`src/common/serial_pkg.sv`:
```
// shared constants and state layout for the serial port block
package serial_pkg;

    // register byte offsets
    localparam logic [7:0] OFF_BUF = 8'h00;
    localparam logic [7:0] OFF_CTL = 8'h04;
    localparam logic [7:0] OFF_PWR = 8'h08;
    localparam logic [7:0] OFF_RLD = 8'h0c;
    localparam int         AXI_AW  = 8;

    // serial_control field positions
    localparam int CB_RI   = 0;
    localparam int CB_TI   = 1;
    localparam int CB_RB8  = 2;
    localparam int CB_REN  = 4;
    localparam int CB_MP   = 5;
    localparam int CB_MODE = 6;
    localparam int CB_FE   = 8;

    // machine cycle states, one clock each
    localparam logic [2:0] PH_S1 = 3'h0;
    localparam logic [2:0] PH_S3 = 3'h2;
    localparam logic [2:0] PH_S5 = 3'h4;
    localparam logic [2:0] PH_S6 = 3'h5;

    localparam logic [1:0] MODE0 = 2'h0;
    localparam logic [1:0] MODE2 = 2'h2;

    localparam logic [3:0] CNT_LAST   = 4'hf;
    localparam logic [3:0] SMP_LO     = 4'h7;
    localparam logic [3:0] SMP_HI     = 4'h9;
    localparam logic [7:0] TX_MARK    = 8'h01;
    localparam logic [7:0] RX0_PRESET = 8'hfe;
    localparam logic [8:0] RX1_PRESET = 9'h1ff;
    localparam logic [7:0] T1_MAX     = 8'hff;
    localparam logic [1:0] RESP_OKAY  = 2'h0;
    localparam logic [1:0] RESP_SLVERR = 2'h2;

    typedef struct packed {
        logic [2:0]        ph;
        logic [7:0]        t1;
        logic              half;
        logic [3:0]        cnt;
        logic [8:0]        tsr;
        logic              treq, tgo, tact, tdat, tend;
        logic [8:0]        rsr;
        logic              rarm, rpre, ract, rfst, rend;
        logic [2:0]        smp;
        logic [7:0]        rbuf;
        logic              rb8, ti, ri, fe, ren, mp, smod;
        logic [1:0]        mode;
        logic [7:0]        th1;
        logic              rs1, rs2, rs3;
        logic              txd, dout, doe;
        logic              awr, wr, arr, bv, rv, aw_f, w_f;
        logic [1:0]        br, rr, ws;
        logic [AXI_AW-1:0] wa;
        logic [8:0]        wd;
        logic [31:0]       rd;
    } st_t;

    localparam st_t ST_RST = '{txd: 1'b1, rs1: 1'b1, rs2: 1'b1,
                               rs3: 1'b1, default: '0};

endpackage

```
`src/core/serial_port.sv`:
```
// serial port modes 0/1 with baud generation and axi4-lite registers
//
// Operation
// - mode 0 bit rate is clock over six
// - mode 2 rate clock/32, or /16 doubled
// - modes 1/3 rate from timer 1 overflow
// - mode 0: data pin, shift clock, 8 bits
// - mode 0 write loads marker, send follows
// - mode 0 shift clock phases, shift at S6P2
// - mode 0 marker ends send, sets tx flag
// - mode 0 receive preset then rx active
// - mode 0 clock toggles, sample at S5P2
// - mode 0 final shift loads buffer, flag
// - frame: start 0, 8 data lsb first, stop
// - mode 1 send waits for counter rollover
// - start bit, then data, then first shift
// - mode 1 marker ends send, sets tx flag
// - falling edge resets counter, presets 1ff
// - majority of samples seven, eight, nine
// - false start bit restarts edge search
// - nine bit register, final shift loads
// - load only if flag clear, and stop ok or mp clear
// - buffer write transmit, read receive
// - receive starts only with enable set
// - framing error sticky until cleared
`timescale 1ns/10ps
`default_nettype none

module serial_port
(
    // clock and reset
    input  wire logic                         aclk,
    input  wire logic                         aresetn,
    // axi4-lite write
    input  wire logic [serial_pkg::AXI_AW-1:0] awaddr,
    input  wire logic [2:0]                   awprot,
    input  wire logic                         awvalid,
    output logic                              awready,
    input  wire logic [31:0]                  wdata,
    input  wire logic [3:0]                   wstrb,
    input  wire logic                         wvalid,
    output logic                              wready,
    output logic [1:0]                        bresp,
    output logic                              bvalid,
    input  wire logic                         bready,
    // axi4-lite read
    input  wire logic [serial_pkg::AXI_AW-1:0] araddr,
    input  wire logic [2:0]                   arprot,
    input  wire logic                         arvalid,
    output logic                              arready,
    output logic [31:0]                       rdata,
    output logic [1:0]                        rresp,
    output logic                              rvalid,
    input  wire logic                         rready,
    // serial pins
    input  wire logic                         serial_in_pin_i,
    output logic                              serial_in_pin_o,
    output logic                              serial_in_pin_oe,
    output logic                              serial_out_pin
);
    import serial_pkg::*;

    st_t  s;
    st_t  n;
    logic m0;
    logic ovf;
    logic src;
    logic tick;
    logic roll;
    logic maj;
    logic fall;
    logic do_wr;
    logic fe_clr;
    logic [AXI_AW-1:0] wa_al;
    logic [AXI_AW-1:0] ra_al;

    assign m0    = s.mode == MODE0;
    assign ovf   = s.ph == PH_S6 && s.t1 == T1_MAX;
    assign maj   = (s.smp[0] & s.smp[1]) | (s.smp[0] & s.smp[2])
                 | (s.smp[1] & s.smp[2]);
    assign fall  = s.rs3 && !s.rs2;
    assign do_wr = s.aw_f && s.w_f && !s.bv;
    assign wa_al = {s.wa[AXI_AW-1:2], 2'h0};
    assign ra_al = {araddr[AXI_AW-1:2], 2'h0};
    assign fe_clr = do_wr && wa_al == OFF_CTL && s.ws[1] && !s.wd[CB_FE];

    always_comb
    begin
        n = s;
        // pin synchroniser; rs3 is the 16x edge sample
        n.rs1 = serial_in_pin_i;
        n.rs2 = s.rs1;
        n.ph  = (s.ph == PH_S6) ? PH_S1 : s.ph + 3'h1;
        // timer 1 runs as 8-bit auto reload, one count per machine cycle
        if (s.ph == PH_S6)
        begin
            n.t1 = ovf ? s.th1 : s.t1 + 8'h01;
        end
        // mode 2 counts clocks, other modes count timer overflows
        src = (s.mode == MODE2) ? 1'b1 : ovf;
        if (src)
        begin
            n.half = ~s.half;
        end
        tick = src && (s.smod || s.half);
        roll = tick && s.cnt == CNT_LAST;
        if (tick)
        begin
            n.cnt = s.cnt + 4'h1;
            n.rs3 = s.rs2;
        end

        // axi write side; any order of address and data
        if (awvalid && s.awr)
        begin
            n.aw_f = 1'b1;
            n.wa   = awaddr;
        end
        if (wvalid && s.wr)
        begin
            n.w_f = 1'b1;
            n.wd  = wdata[8:0];
            n.ws  = wstrb[1:0];
        end
        if (s.bv && bready)
        begin
            n.bv = 1'b0;
        end
        if (do_wr)
        begin
            n.aw_f = 1'b0;
            n.w_f  = 1'b0;
            n.bv   = 1'b1;
            n.br   = RESP_OKAY;
            case (wa_al)
                OFF_BUF:
                begin
                    if (s.ws[0])
                    begin
                        n.tsr  = {1'b1, s.wd[7:0]};
                        n.treq = 1'b1;
                    end
                end
                OFF_CTL:
                begin
                    if (s.ws[0])
                    begin
                        n.ri   = s.wd[CB_RI];
                        n.ti   = s.wd[CB_TI];
                        n.rb8  = s.wd[CB_RB8];
                        n.ren  = s.wd[CB_REN];
                        n.mp   = s.wd[CB_MP];
                        n.mode = s.wd[CB_MODE +: 2];
                    end
                    if (fe_clr)
                    begin
                        n.fe = 1'b0;
                    end
                end
                OFF_PWR:
                begin
                    if (s.ws[0])
                    begin
                        n.smod = s.wd[0];
                    end
                end
                OFF_RLD:
                begin
                    if (s.ws[0])
                    begin
                        n.th1 = s.wd[7:0];
                    end
                end
                default:
                begin
                    n.br = RESP_SLVERR;
                end
            endcase
        end

        // hardware sets below override software clears above
        if (m0)
        begin
            // transmit: send rises at the S1 after the first S6 that follows the write
            if (s.treq && s.ph == PH_S6)
            begin
                n.tact = 1'b1;
                n.treq = 1'b0;
            end
            if (s.tact && !s.tend && s.ph == PH_S6)
            begin
                n.tsr = {1'b0, s.tsr[8:1]};
                if (s.tsr[8:1] == TX_MARK)
                begin
                    n.tend = 1'b1;
                end
            end
            if (s.tend && s.ph == PH_S1)
            begin
                n.tact = 1'b0;
                n.tend = 1'b0;
                n.ti   = 1'b1;
            end
            // receive starts on enable with done flag clear
            if (s.ren && !s.ri && !s.ract && !s.rarm && !s.rpre)
            begin
                n.rarm = 1'b1;
            end
            if (s.rarm && s.ph == PH_S6)
            begin
                n.rsr[7:0] = RX0_PRESET;
                n.rarm     = 1'b0;
                n.rpre     = 1'b1;
            end
            if (s.rpre)
            begin
                n.ract = 1'b1;
                n.rpre = 1'b0;
            end
            if (s.ract && s.ph == PH_S5)
            begin
                n.smp[0] = s.rs2;
            end
            if (s.ract && !s.rend && s.ph == PH_S6)
            begin
                n.rsr[7:0] = {s.rsr[6:0], s.smp[0]};
                if (!s.rsr[7])
                begin
                    // first bit in is lsb, so reverse on load
                    n.rbuf = {<<{s.rsr[6:0], s.smp[0]}};
                    n.rend = 1'b1;
                end
            end
            if (s.rend && s.ph == PH_S1)
            begin
                n.ract = 1'b0;
                n.rend = 1'b0;
                n.ri   = 1'b1;
            end
        end
        else
        begin
            // bit times follow the counter, not the write
            if (s.treq && roll)
            begin
                n.tgo  = 1'b1;
                n.treq = 1'b0;
            end
            if (s.tgo && s.ph == PH_S1)
            begin
                n.tact = 1'b1;
                n.tdat = 1'b0;
                n.tgo  = 1'b0;
            end
            if (s.tact && roll)
            begin
                if (!s.tdat)
                begin
                    n.tdat = 1'b1;
                end
                else
                begin
                    n.tsr = {1'b0, s.tsr[8:1]};
                    if (s.tsr[8:1] == TX_MARK)
                    begin
                        n.tact = 1'b0;
                        n.tdat = 1'b0;
                        n.ti   = 1'b1;
                    end
                end
            end
            // edge search only while enabled and idle
            if (!s.ract && s.ren && tick && fall)
            begin
                n.cnt  = 4'h0;
                n.rsr  = RX1_PRESET;
                n.ract = 1'b1;
                n.rfst = 1'b1;
            end
            if (s.ract && tick && s.cnt >= SMP_LO && s.cnt <= SMP_HI)
            begin
                n.smp = {s.smp[1:0], s.rs2};
            end
            if (s.ract && roll)
            begin
                if (s.rfst)
                begin
                    if (maj)
                    begin
                        n.ract = 1'b0;
                    end
                    else
                    begin
                        n.rfst = 1'b0;
                        n.rsr  = {s.rsr[7:0], 1'b0};
                    end
                end
                else if (!s.rsr[8])
                begin
                    // maj is the stop bit here
                    if (!s.ri && (!s.mp || maj))
                    begin
                        n.rbuf = {<<{s.rsr[7:0]}};
                        n.rb8  = maj;
                        n.ri   = 1'b1;
                    end
                    if (!maj)
                    begin
                        n.fe = 1'b1;
                    end
                    n.ract = 1'b0;
                end
                else
                begin
                    n.rsr = {s.rsr[7:0], maj};
                end
            end
        end

        // pins registered from next state
        if (n.mode == MODE0)
        begin
            // shift clock low in S3..S5 while busy
            n.txd = (n.tact || n.ract)
                  ? !(n.ph >= PH_S3 && n.ph <= PH_S5) : 1'b1;
            n.dout = n.tsr[0];
            n.doe  = n.tact;
        end
        else
        begin
            n.txd  = !n.tact ? 1'b1
                   : (n.tdat ? n.tsr[0] : 1'b0);
            n.dout = 1'b1;
            n.doe  = 1'b0;
        end

        // axi read side, one read outstanding
        if (s.rv && rready)
        begin
            n.rv = 1'b0;
        end
        if (arvalid && s.arr)
        begin
            n.rv = 1'b1;
            n.rr = RESP_OKAY;
            case (ra_al)
                OFF_BUF: n.rd = {24'h0, s.rbuf};
                OFF_CTL: n.rd = {21'h0, s.ract, s.tact, s.fe,
                                 s.mode, s.mp, s.ren, 1'b0,
                                 s.rb8, s.ti, s.ri};
                OFF_PWR: n.rd = {31'h0, s.smod};
                OFF_RLD: n.rd = {24'h0, s.th1};
                default:
                begin
                    n.rd = 32'h0;
                    n.rr = RESP_SLVERR;
                end
            endcase
        end
        n.awr = !n.aw_f;
        n.wr  = !n.w_f;
        n.arr = !n.rv;
    end

    always_ff @(posedge aclk)
    begin
        if (!aresetn)
        begin
            s <= ST_RST;
        end
        else
        begin
            s <= n;
        end
    end

    assign awready          = s.awr;
    assign wready           = s.wr;
    assign bvalid           = s.bv;
    assign bresp            = s.br;
    assign arready          = s.arr;
    assign rvalid           = s.rv;
    assign rresp            = s.rr;
    assign rdata            = s.rd;
    assign serial_out_pin   = s.txd;
    assign serial_in_pin_o  = s.dout;
    assign serial_in_pin_oe = s.doe;
endmodule // serial_port

`default_nettype wire

```
`config.mk`:
```
export PLATFORM = sky130hd
export DESIGN_NAME = serial_port
export DESIGN_NICKNAME = d
export VERILOG_FILES = /design/src/common/serial_pkg.sv /design/src/core/serial_port.sv
export SDC_FILE = /design/constraint.sdc
export NUM_CORES = 1
export LEC_CHECK = 0
export BUFFER_PORTS_ARGS = -buffer_cell sky130_fd_sc_hd__buf_2
export CAP_MARGIN = 20
export CORE_MARGIN = 3
export CORE_UTILIZATION = 59
export CTS_CLUSTER_SIZE = 16
export DETAILED_ROUTE_END_ITERATION = 16
export PLACE_DENSITY_LB_ADDON = 0.08
export SKIP_LAST_GASP = 1
export SLEW_MARGIN = 15
export SYNTH_ARGS = -nofsm -noshare
export SYNTH_HDL_FRONTEND = slang
export SYNTH_SLANG_ARGS = --single-unit
```
`constraint.sdc`:
```
create_clock -name aclk -period 3.9 [get_ports aclk]
set_input_delay 1.17 -clock aclk [delete_from_list [all_inputs] [get_ports aclk]]
set_output_delay 1.17 -clock aclk [all_outputs]
set_load 0.05 [all_outputs]
```
==> summary.txt, run 1 <==
Outcome
  • Status: complete, no violations

Timing
  • # setup viols final: 0
  • Slew Viols, Final: 0
  • Final hold vios: 0
  • Clk_skew: ~7.5 ps
  • Max transition margin: 0.4355
  • Period utilization: 0.6633
  • RSZ-0062 raised after global routing: false
  • Max Clk Rate: approximately 390 MHz
  • Final setup TNS: 0 ps
  • Least-Margin Pin Slew: 845.8 ps
  • Final min period: 2587 ps

Global routing
  • GRT overflow: 0
  • First-pass GRT wire length: 20.22 mm
  • Vias in the first global route: 4229
  • Largest net degree at the start of global routing: 34
  • GRT Total Usage: 0.2509
  • Initial antenna violation count: 0

Clocking
  • CTS sink cnt: between 100 and 150
  • Total setup buffers inserted after CTS: 0
  • # resized after CTS: 0
  • Clock buffer depth: 2
  • H-tree depth: 4
  • Clock Latency Late Sink: approximately 520 ps
  • Root Buffer: clkbuf_8
  • TritonCTS Buffers: 17
  • Hold buffer count at CTS: 0
  • CTS tree: done
  • Worst-path clk slew: 60 ps

Die
  • Initial Utilization: 0.6102
  • Die width: 101.0 um
  • DIE AREA: 10190 um^2
  • Row count: 34
  • I/O pin cnt: 110
  • Die Y: roughly 100 um
  • Core area: 8721 um^2

Worst setup path
  • Reg-to-reg critical path startpoint: s[48]
  • Crit path to: serial_out_pin
  • Crit. End Element: flip-flop
  • R2r endpoint: serial_out_pin
  • Req. time, crit path: 4280 ps
  • Beginning of the critical path: s[48]
  • Setup crit start kind: flip-flop
  • CP Data Arrival Time: 2960 ps
  • Flop-to-flop setup slack: 1310 ps
  • Crit Path Class: reg -> reg
  • Cells on worst reg2reg path: 6
  • Worst Path Max Fanout: 10

Route
  • Routed Antenna Nets: 0
  • Vias per std cell: 5.790
  • Wire per inst: between 15 and 20 um
  • Drt first pass iters: 8
  • DRC: 0
  • Initial DRC count: 236
  • WL final: 12.43 mm
  • Vias: 4539

Final layout
  • Fraction of layout cells with a size suffix above 1: 0.1494
  • P&R area growth vs syn: 12.46%
  • Diodes inserted: 0
  • Fin util: 0.6862
  • Final nets: 733

Pwr
  • Int Pwr: 0.002135 W
  • Seq pwr share: 0.430
  • Clock share of power: 0.512
  • P per Cell Area: 472.5 nW/um^2
  • Logic pwr share: 0.058
  • Sw Ratio: 0.2448
  • Maximum VDD drop: 0.2951 mV
  • Net Switching: 0.0006922 W
  • Leakage power: 2.524 nW

Synth
  • Ys flop type: dfxtp_1
  • Library cells used by synthesis: 65
  • Flops & latches, synth: 115
  • Number of synthesized flops with an enable pin: 0
  • Synthesis Warnings: 0
  • Post-synthesis cell count: around 630
  • Synthesized area per cell: around 8.4 um^2
  • Post-synthesis async set-or-reset flop share: 0
  • Syn Std Cell Area: 5321 um^2
  • Seq/Total Area, Yosys: 0.4326

Placement
  • Gp weighted congestion: 0.8700
  • Final HPWL DP: 8.738 mm
  • Number of I/O port buffers: between 50 and 60

Worst hold path
  • Worst hold-check path type: reg -> reg

Flow run
  • Maxcap violations: 0
## how the worst min path moves through the flow
stage,to,cells past startpoint,slack [ps],from
3_3_place_gp,s[66],1,390,n[66]
4_1_cts,s[66],1,420,n[66]
3_5_place_dp,s[66],1,400,n[66]
2_1_floorplan,s[66],1,390,n[66]
5_1_grt,s[66],1,450,n[66]
6_report,s[66],1,410,n[66]
## cell type report
class | count | area [um^2]
clock inverters | 14 | 138.9
well taps | 108 | 135.1
flip-flops and latches | 115 | 2302
multi-input cells | 464 | 2664
fillers | 714 | 2736
inverters | 9 | 33.78
clock buffers | 18 | 417.9
repair buffers | 56 | 292.8
## placed cells by master, fill, tap and decap left out, types with 4 or more instances in the layout
| cell type | n |
|---|---|
| dfxtp_1 | 115 |
| nand2_1 | 87 |
| nor2_1 | 82 |
| a21oi_1 | 51 |
| buf_2 | 51 |
| o21ai_0 | 37 |
| mux2i_1 | 33 |
| conb_1 | 23 |
| clkbuf_16 | 16 |
| a22oi_1 | 13 |
| a211oi_1 | 11 |
| nand3_1 | 10 |
| inv_1 | 8 |
| and2_1 | 8 |
| and3_1 | 8 |
| nor3_1 | 7 |
| nand2b_1 | 7 |
| a31oi_1 | 6 |
| clkinvlp_4 | 6 |
| nand4_1 | 5 |
| nor2b_1 | 5 |
| nand3b_1 | 5 |
| clkinv_2 | 5 |
| buf_4 | 5 |
| and3b_1 | 4 |
| o21a_1 | 4 |
| ha_1 | 4 |
## critical path, cell delays in order (launching register included)
cell     delay [ps]
dfxtp_1         330
nor4_4          370
nand4_1         600
mux2_4          500
or3_4           340
a31oi_1         200
a22oi_1         100
## cells in the mapped netlist, types with 7 or more instances
master      n  area share
o21ai_0    37       0.035
and3_1      8      0.0094
inv_1       8      0.0056
clkbuf_1   23       0.016
a22oi_1    13       0.018
nand3_1    10      0.0094
nor2_1     82       0.058
a211oi_1   11       0.016
a21oi_1    51       0.048
nor3_1      7      0.0066
buf_4      39       0.055
mux2i_1    33       0.062
and2_1      8      0.0094
nand2_1    87       0.061
nand2b_1    7      0.0082
dfxtp_1   115        0.43
## cell families after synthesis
group / synth area share
compound gates: 0.1672
xor+xnor: 0.008231
fa+ha+maj: 0.01129
buf+inv: 0.08229
flops: 0.4326
mux: 0.07124
other cells: 0.0007047
simple gates: 0.2264
## metrics by stage
stage / std cells / hold WS, ps / power [W] / setup slack [ps] / area, um^2
4_1_cts: 784 / 418.1 / 0.002837 / 1297 / 5984
5_1_grt: 784 / 445.2 / 0.002909 / 1194 / 5984
2_1_floorplan: 654 / 386.3 / 0.001384 / 1416 / 5404
6_report: 784 / 413.2 / 0.002828 / 1313 / 5984
3_5_place_dp: 752 / 403.3 / 0.001404 / 1018 / 5428
3_3_place_gp: 752 / 392.5 / 0.001400 / 1110 / 5428
## power groups by stage
stage                     Sequential, W  Combinational (W)  Clock, W
after global placement          0.00124           0.000160         0
after detailed placement        0.00124           0.000164         0
final                           0.00122           0.000164   0.00145
after CTS                       0.00122           0.000165   0.00146
after floorplan                 0.00124           0.000139         0
after global routing            0.00122           0.000179   0.00151
## state kept, by name (all words and copies together) (netlist names)
signal,cells
wready,1
n,1
s,93
bvalid,1
serial_in_pin_oe,1
serial_in_pin_o,1
awready,1
rdata,11
rresp,1
bresp,1
arready,1
rvalid,1
serial_out_pin,1
## metal layers
| layer | wire length (um) | GRT usage |
|---|---|---|
| met3 | 881 | 0.05952 |
| met5 | 0 | 0 |
| met1 | 5465 | 0.3206 |
| met2 | 5903 | 0.4197 |
| met4 | 176 | 0.07873 |
No activity file was read; power rests on OpenSTA's default activity.
==> run 2, diff against run 1 <==
--- a/config.mk
+++ b/config.mk
@@ -8,7 +8,7 @@
 export BUFFER_PORTS_ARGS = -buffer_cell sky130_fd_sc_hd__buf_2
 export CAP_MARGIN = 20
 export CORE_MARGIN = 3
-export CORE_UTILIZATION = 59
+export CORE_UTILIZATION = 49
 export CTS_CLUSTER_SIZE = 16
 export DETAILED_ROUTE_END_ITERATION = 16
 export PLACE_DENSITY_LB_ADDON = 0.08
==> constraint.sdc (replaced) <==
create_clock -name aclk -period 2.3 [get_ports aclk]
set_input_delay 0.69 -clock aclk [delete_from_list [all_inputs] [get_ports aclk]]
set_output_delay 0.69 -clock aclk [all_outputs]
set_load 0.05 [all_outputs]
==> summary.txt, run 2 (synthesis gave the netlist of run 1 again) <==
Outcome
  • Status: complete, no violations

Pwr
  • Net Switching: 0.001172 W
  • Maximum VDD drop: 0.4253 mV
  • Logic pwr share: 0.060
  • Leakage power: ~2.6 nW
  • Clock share of power: 0.514
  • Seq pwr share: 0.426
  • P per Cell Area: around 780 nW/um^2
  • Int Pwr: 0.003661 W
  • Sw Ratio: 0.2426

Clocking
  • Clock Latency Late Sink: ~520 ps
  • CTS tree: done
  • Clock buffer depth: 2
  • # resized after CTS: 0
  • TritonCTS Buffers: 17
  • Hold buffer count at CTS: 0
  • Root Buffer: clkbuf_8
  • H-tree depth: 4
  • Total setup buffers inserted after CTS: 0
  • CTS sink cnt: around 120
  • Worst-path clk slew: roughly 60 ps

Die
  • DIE AREA: roughly 12000 um^2
  • Row count: 37
  • Die width: 110.2 um
  • I/O pin cnt: 110
  • Initial Utilization: 0.5086
  • Die Y: approximately 110 um
  • Core area: roughly 10000 um^2

Placement
  • Number of I/O port buffers: 51
  • Cell area after placement: 5635 um^2
  • Gp weighted congestion: 0.8779
  • Inst Count DP: 803
  • Final HPWL DP: around 9.2 mm

Final layout
  • Fin area: 6202 um^2
  • Final std cells w/o fill: 835
  • Fillcell total: 986
  • Diodes inserted: 0
  • Largest reg by FF count: s
  • Fraction of layout cells with a size suffix above 1: 0.1774
  • P&R area growth vs syn: 16.55%
  • Commonest non-fill, non-tap cell in the layout: dfxtp_1
  • Most frequent cells in the layout: dfxtp_1 (115), nand2_1 (87), nor2_1 (82)
  • Max reg flops: a little over 90
  • Final nets: 756

Timing
  • RSZ-0062 raised after global routing: false
  • Final hold vios: 0
  • Clk_skew: between 8 and 9 ps
  • Final setup TNS: 0 ps
  • # setup viols final: 0
  • Slew Viols, Final: 0
  • Max Clk Rate: 461.3 MHz
  • Final hold slack: 358.4 ps
  • Final min period: 2168 ps
  • Period utilization: 0.9426

Global routing
  • Largest net degree at the start of global routing: 27
  • GRT Total Usage: 0.2220
  • Vias in the first global route: 4241
  • First-pass GRT wire length: ~21 mm
  • GRT overflow: 0
  • Initial antenna violation count: 0

Worst setup path
  • Reg-to-reg critical path startpoint: s[129]
  • Crit. End Element: flip-flop
  • Cell Chain, Critical Path: ha_1, nand3_1, nor4_2, buf_4, o211ai_1, nor2_1, a221o_1, a21oi_1
  • Crit path to: s[104]
  • Cells on worst reg2reg path: 8
  • Crit Path Class: reg -> reg
  • Setup crit start kind: flip-flop
  • Flop-to-flop setup slack: 130 ps
  • R2r endpoint: s[104]
  • Slowest stage cell, crit path: a221o_1
  • Beginning of the critical path: s[129]
  • Slowest stage delay, CP: 480 ps
  • Req. time, crit path: 2740 ps
  • CP Data Arrival Time: 2610 ps
  • Worst Path Max Fanout: 13

Route
  • Wire per inst: between 15 and 20 um
  • Vias: ~4500
  • Routed Antenna Nets: 0
  • Vias per std cell: around 5.4
  • WL final: roughly 13 mm
  • Initial DRC count: 229
  • DRC: 0
  • Drt first pass iters: 4

Flow run
  • Maxcap violations: 0

Worst hold path
  • Worst hold-check path type: in -> reg
-- run 2: worst min-delay path by stage --
stage	start	endpoint	slack [ps]	cells past startpoint
6_report	serial_in_pin_i	n[66]	360	2
3_5_place_dp	n[66]	s[66]	420	1
3_3_place_gp	n[66]	s[66]	430	1
2_1_floorplan	n[66]	s[66]	390	1
5_1_grt	serial_in_pin_i	n[66]	350	2
4_1_cts	serial_in_pin_i	n[66]	330	2
-- run 2: worst max-delay path, delay by kind of cell, from the launching register on --
family / cells / cell delay (ps)
AO/OA/AOI/OAI: 3 / 1050
buffers and inverters: 1 / 180
AND/OR/NAND/NOR: 3 / 280
flip-flops: 1 / 340
adder cells (fa/ha/maj): 1 / 240
-- run 2: area by class of cell --
| class | instances | area, um^2 | share of cell area |
|---|---|---|---|
| clock buffers | 19 | 431.7 | 0.06960 |
| well taps | 136 | 170.2 | 0.02744 |
| clock inverters | 13 | 135.1 | 0.02179 |
| flip-flops and latches | 115 | 2302 | 0.3712 |
| multi-input cells | 464 | 2664 | 0.4295 |
| repair buffers | 79 | 465.4 | 0.07505 |
| inverters | 9 | 33.78 | 0.005447 |
-- run 2: layer usage --
layer	share of wire	routed length [um]	global-route usage
met1	0.47	5903	0.2840
met2	0.46	5831	0.3627
met3	0.054	688	0.05533
met4	0.019	243	0.08179
met5	0	0	0
-- run 2: metrics by stage --
step	total power (W)	utilization	worst slack, ps
after detailed placement	0.002390	0.5386	189.5
after global placement	0.002384	0.5386	230.2
after floorplan	0.002347	-	139.0
final	0.004833	0.5928	132.0
after CTS	0.004881	0.5928	159.6
after global routing	0.005002	0.5928	9.535
-- run 2: power by group through the flow --
stage / combinational [W] / clock, W / sequential, W
floorplan: 0.000236 / 0 / 0.00211
global placement: 0.000285 / 0 / 0.00210
detailed placement: 0.000290 / 0 / 0.00210
CTS: 0.000290 / 0.00253 / 0.00206
global route: 0.000317 / 0.00262 / 0.00206
finish: 0.000290 / 0.00249 / 0.00206
==> run 3, diff against run 2 <==
--- a/config.mk
+++ b/config.mk
@@ -5,12 +5,12 @@
 export SDC_FILE = /design/constraint.sdc
 export NUM_CORES = 1
 export LEC_CHECK = 0
-export BUFFER_PORTS_ARGS = -buffer_cell sky130_fd_sc_hd__buf_2
 export CAP_MARGIN = 20
 export CORE_MARGIN = 3
-export CORE_UTILIZATION = 49
+export CORE_UTILIZATION = 63
 export CTS_CLUSTER_SIZE = 16
 export DETAILED_ROUTE_END_ITERATION = 16
+export DONT_BUFFER_PORTS = 1
 export PLACE_DENSITY_LB_ADDON = 0.08
 export SKIP_LAST_GASP = 1
 export SLEW_MARGIN = 15
==> constraint.sdc (replaced) <==
create_clock -name aclk -period 2.1 [get_ports aclk]
set_input_delay 0.63 -clock aclk [delete_from_list [all_inputs] [get_ports aclk]]
set_output_delay 0.63 -clock aclk [all_outputs]
set_load 0.05 [all_outputs]
==> summary.txt, run 3 (synthesis gave the netlist of run 1 again) <==
Outcome
  • Status: complete, no violations

Timing
  • Least-Margin Pin Slew: 612.2 ps
  • # setup viols final: 0
  • Final min period: between 2000 and 2500 ps
  • Clk_skew: 9.962 ps
  • RSZ-0062 raised after global routing: true
  • Final hold vios: 0
  • Slew Viols, Final: 0
  • Max transition margin: 0.5911
  • Final hold slack: about 190 ps
  • Max Clk Rate: 492.1 MHz
  • Period utilization: 0.9677

Clocking
  • Clock buffer depth: 2
  • Clock Latency Late Sink: 520 ps
  • Root Buffer: clkbuf_8
  • H-tree depth: 4
  • Hold buffer count at CTS: 0
  • CTS tree: done
  • TritonCTS Buffers: 17
  • Worst-path clk slew: 60 ps
  • CTS sink cnt: ~120

Final layout
  • Diodes inserted: 0
  • Fraction of layout cells with a size suffix above 1: 0.1624
  • Max reg flops: between 90 and 100
  • Final nets: 723
  • Largest reg by FF count: s
  • Fin util: 0.7710
  • Final std cells w/o fill: 767
  • P&R area growth vs syn: 15.45%
  • Most frequent cells in the layout: dfxtp_1 (112), nand2_1 (87), nor2_1 (82)
  • Commonest non-fill, non-tap cell in the layout: dfxtp_1

Worst setup path
  • R2r endpoint: s[88]
  • Setup crit start kind: flip-flop
  • Req. time, crit path: ~2500 ps
  • Cell Chain, Critical Path: ha_4, buf_4, nand4_1, nor3_2, buf_4, o2111ai_1, buf_4, o21ai_0, a21oi_1
  • Slowest stage cell, crit path: dfxtp_4
  • Cells on worst reg2reg path: 9
  • Crit. End Element: flip-flop
  • Slowest stage delay, CP: around 350 ps
  • Worst Path Max Fanout: 7
  • Flop-to-flop setup slack: 70 ps
  • Reg-to-reg critical path startpoint: s[130]
  • CP Data Arrival Time: between 2000 and 2500 ps
  • Cell repeated most along the worst path: buf_4
  • Crit Path Class: reg -> reg

Die
  • Die width: just under 100 um
  • Die Y: 97.91 um
  • DIE AREA: 9585 um^2
  • I/O pin cnt: between 100 and 150
  • Initial Utilization: 0.6679
  • Core area: 7968 um^2
  • Row count: 32

Placement
  • Gp weighted congestion: a little over 0.9
  • Inst Count DP: 730
  • Number of I/O port buffers: 0
  • Final HPWL DP: 8.839 mm

Pwr
  • Maximum VDD drop: slightly above 0.6 mV
  • P per Cell Area: 861.0 nW/um^2
  • Leakage power: 2.525 nW
  • Power Total: 0.005290 W

Route
  • DRC: 0
  • Vias per std cell: 5.926
  • Initial DRC count: 205
  • Vias: 4545
  • Drt first pass iters: 5
  • Wire per inst: 16.73 um
  • Routed Antenna Nets: 0
  • WL final: 12.83 mm

Worst hold path
  • Hold-critical path endpoint: n[66]
  • WHS Path Cells: 1
  • Hold path startpoint: aresetn
  • Worst hold-check path type: in -> reg

Global routing
  • Initial antenna violation count: 0
  • Largest net degree at the start of global routing: 34
  • GRT Total Usage: 0.2708
  • Vias in the first global route: 4391
  • First-pass GRT wire length: 20.96 mm
  • GRT overflow: 0

Flow run
  • Maxcap violations: 0
run 3: per-layer routing:
layer,vias to the layer above,track usage,wire length (um)
met5,-,0,0
met4,0,0.1022,313
met3,35,0.08643,1054
met2,195,0.4414,6214
met1,2108,0.3353,5251
li1,2207,-,-
run 3: what timing repair did:
action,in CTS,in global routing
setup buffers,0,6
endpoints found under the setup margin,0,26
resized for setup,0,23
run 3: how the worst max path moves through the flow:
stage / start / cells past startpoint / end / slack [ps]
4_1_cts: s[129] / 8 / s[101] / 20
2_1_floorplan: bvalid / 7 / serial_out_pin / 120
6_report: s[130] / 9 / s[88] / 70
3_5_place_dp: s[129] / 8 / s[104] / 40
3_3_place_gp: s[125] / 7 / serial_out_pin / 80
5_1_grt: s[129] / 9 / s[92] / -30
run 3: where the power goes:
group          switching [W]  internal, W
Clock                0.00102      0.00174
Combinational       0.000201    0.0000650
Sequential         0.0000507      0.00222
run 3: area by class of cell:
type                            instances  area, um^2
Clock buffer                           19       441.7
Fill cell                             598        1824
Tap cell                              102       127.6
Multi-Input combinational cell        464        2748
Sequential cell                       115        2311
Clock inverter                         12       132.6
Inverter                                9       33.78
Timing Repair Buffer                   46       349.1
run 3: stage by stage:
step | TNS, ps | cell area, um^2 | setup WS, ps
2_1_floorplan | 0 | 5405 | 117.1
3_3_place_gp | 0 | 5429 | 76.62
3_5_place_dp | 0 | 5429 | 41.20
4_1_cts | 0 | 6003 | 16.12
5_1_grt | -52.63 | 6143 | -26.93
6_report | 0 | 6143 | 67.87
run 3: critical path: cells and delay by family (launching register included):
family	cells	cell delay, ps
AOI/OAI and AO/OA	3	500
adders and majority gates	1	150
buffers and inverters	3	490
DFF	1	350
and+or+nand+nor	2	410
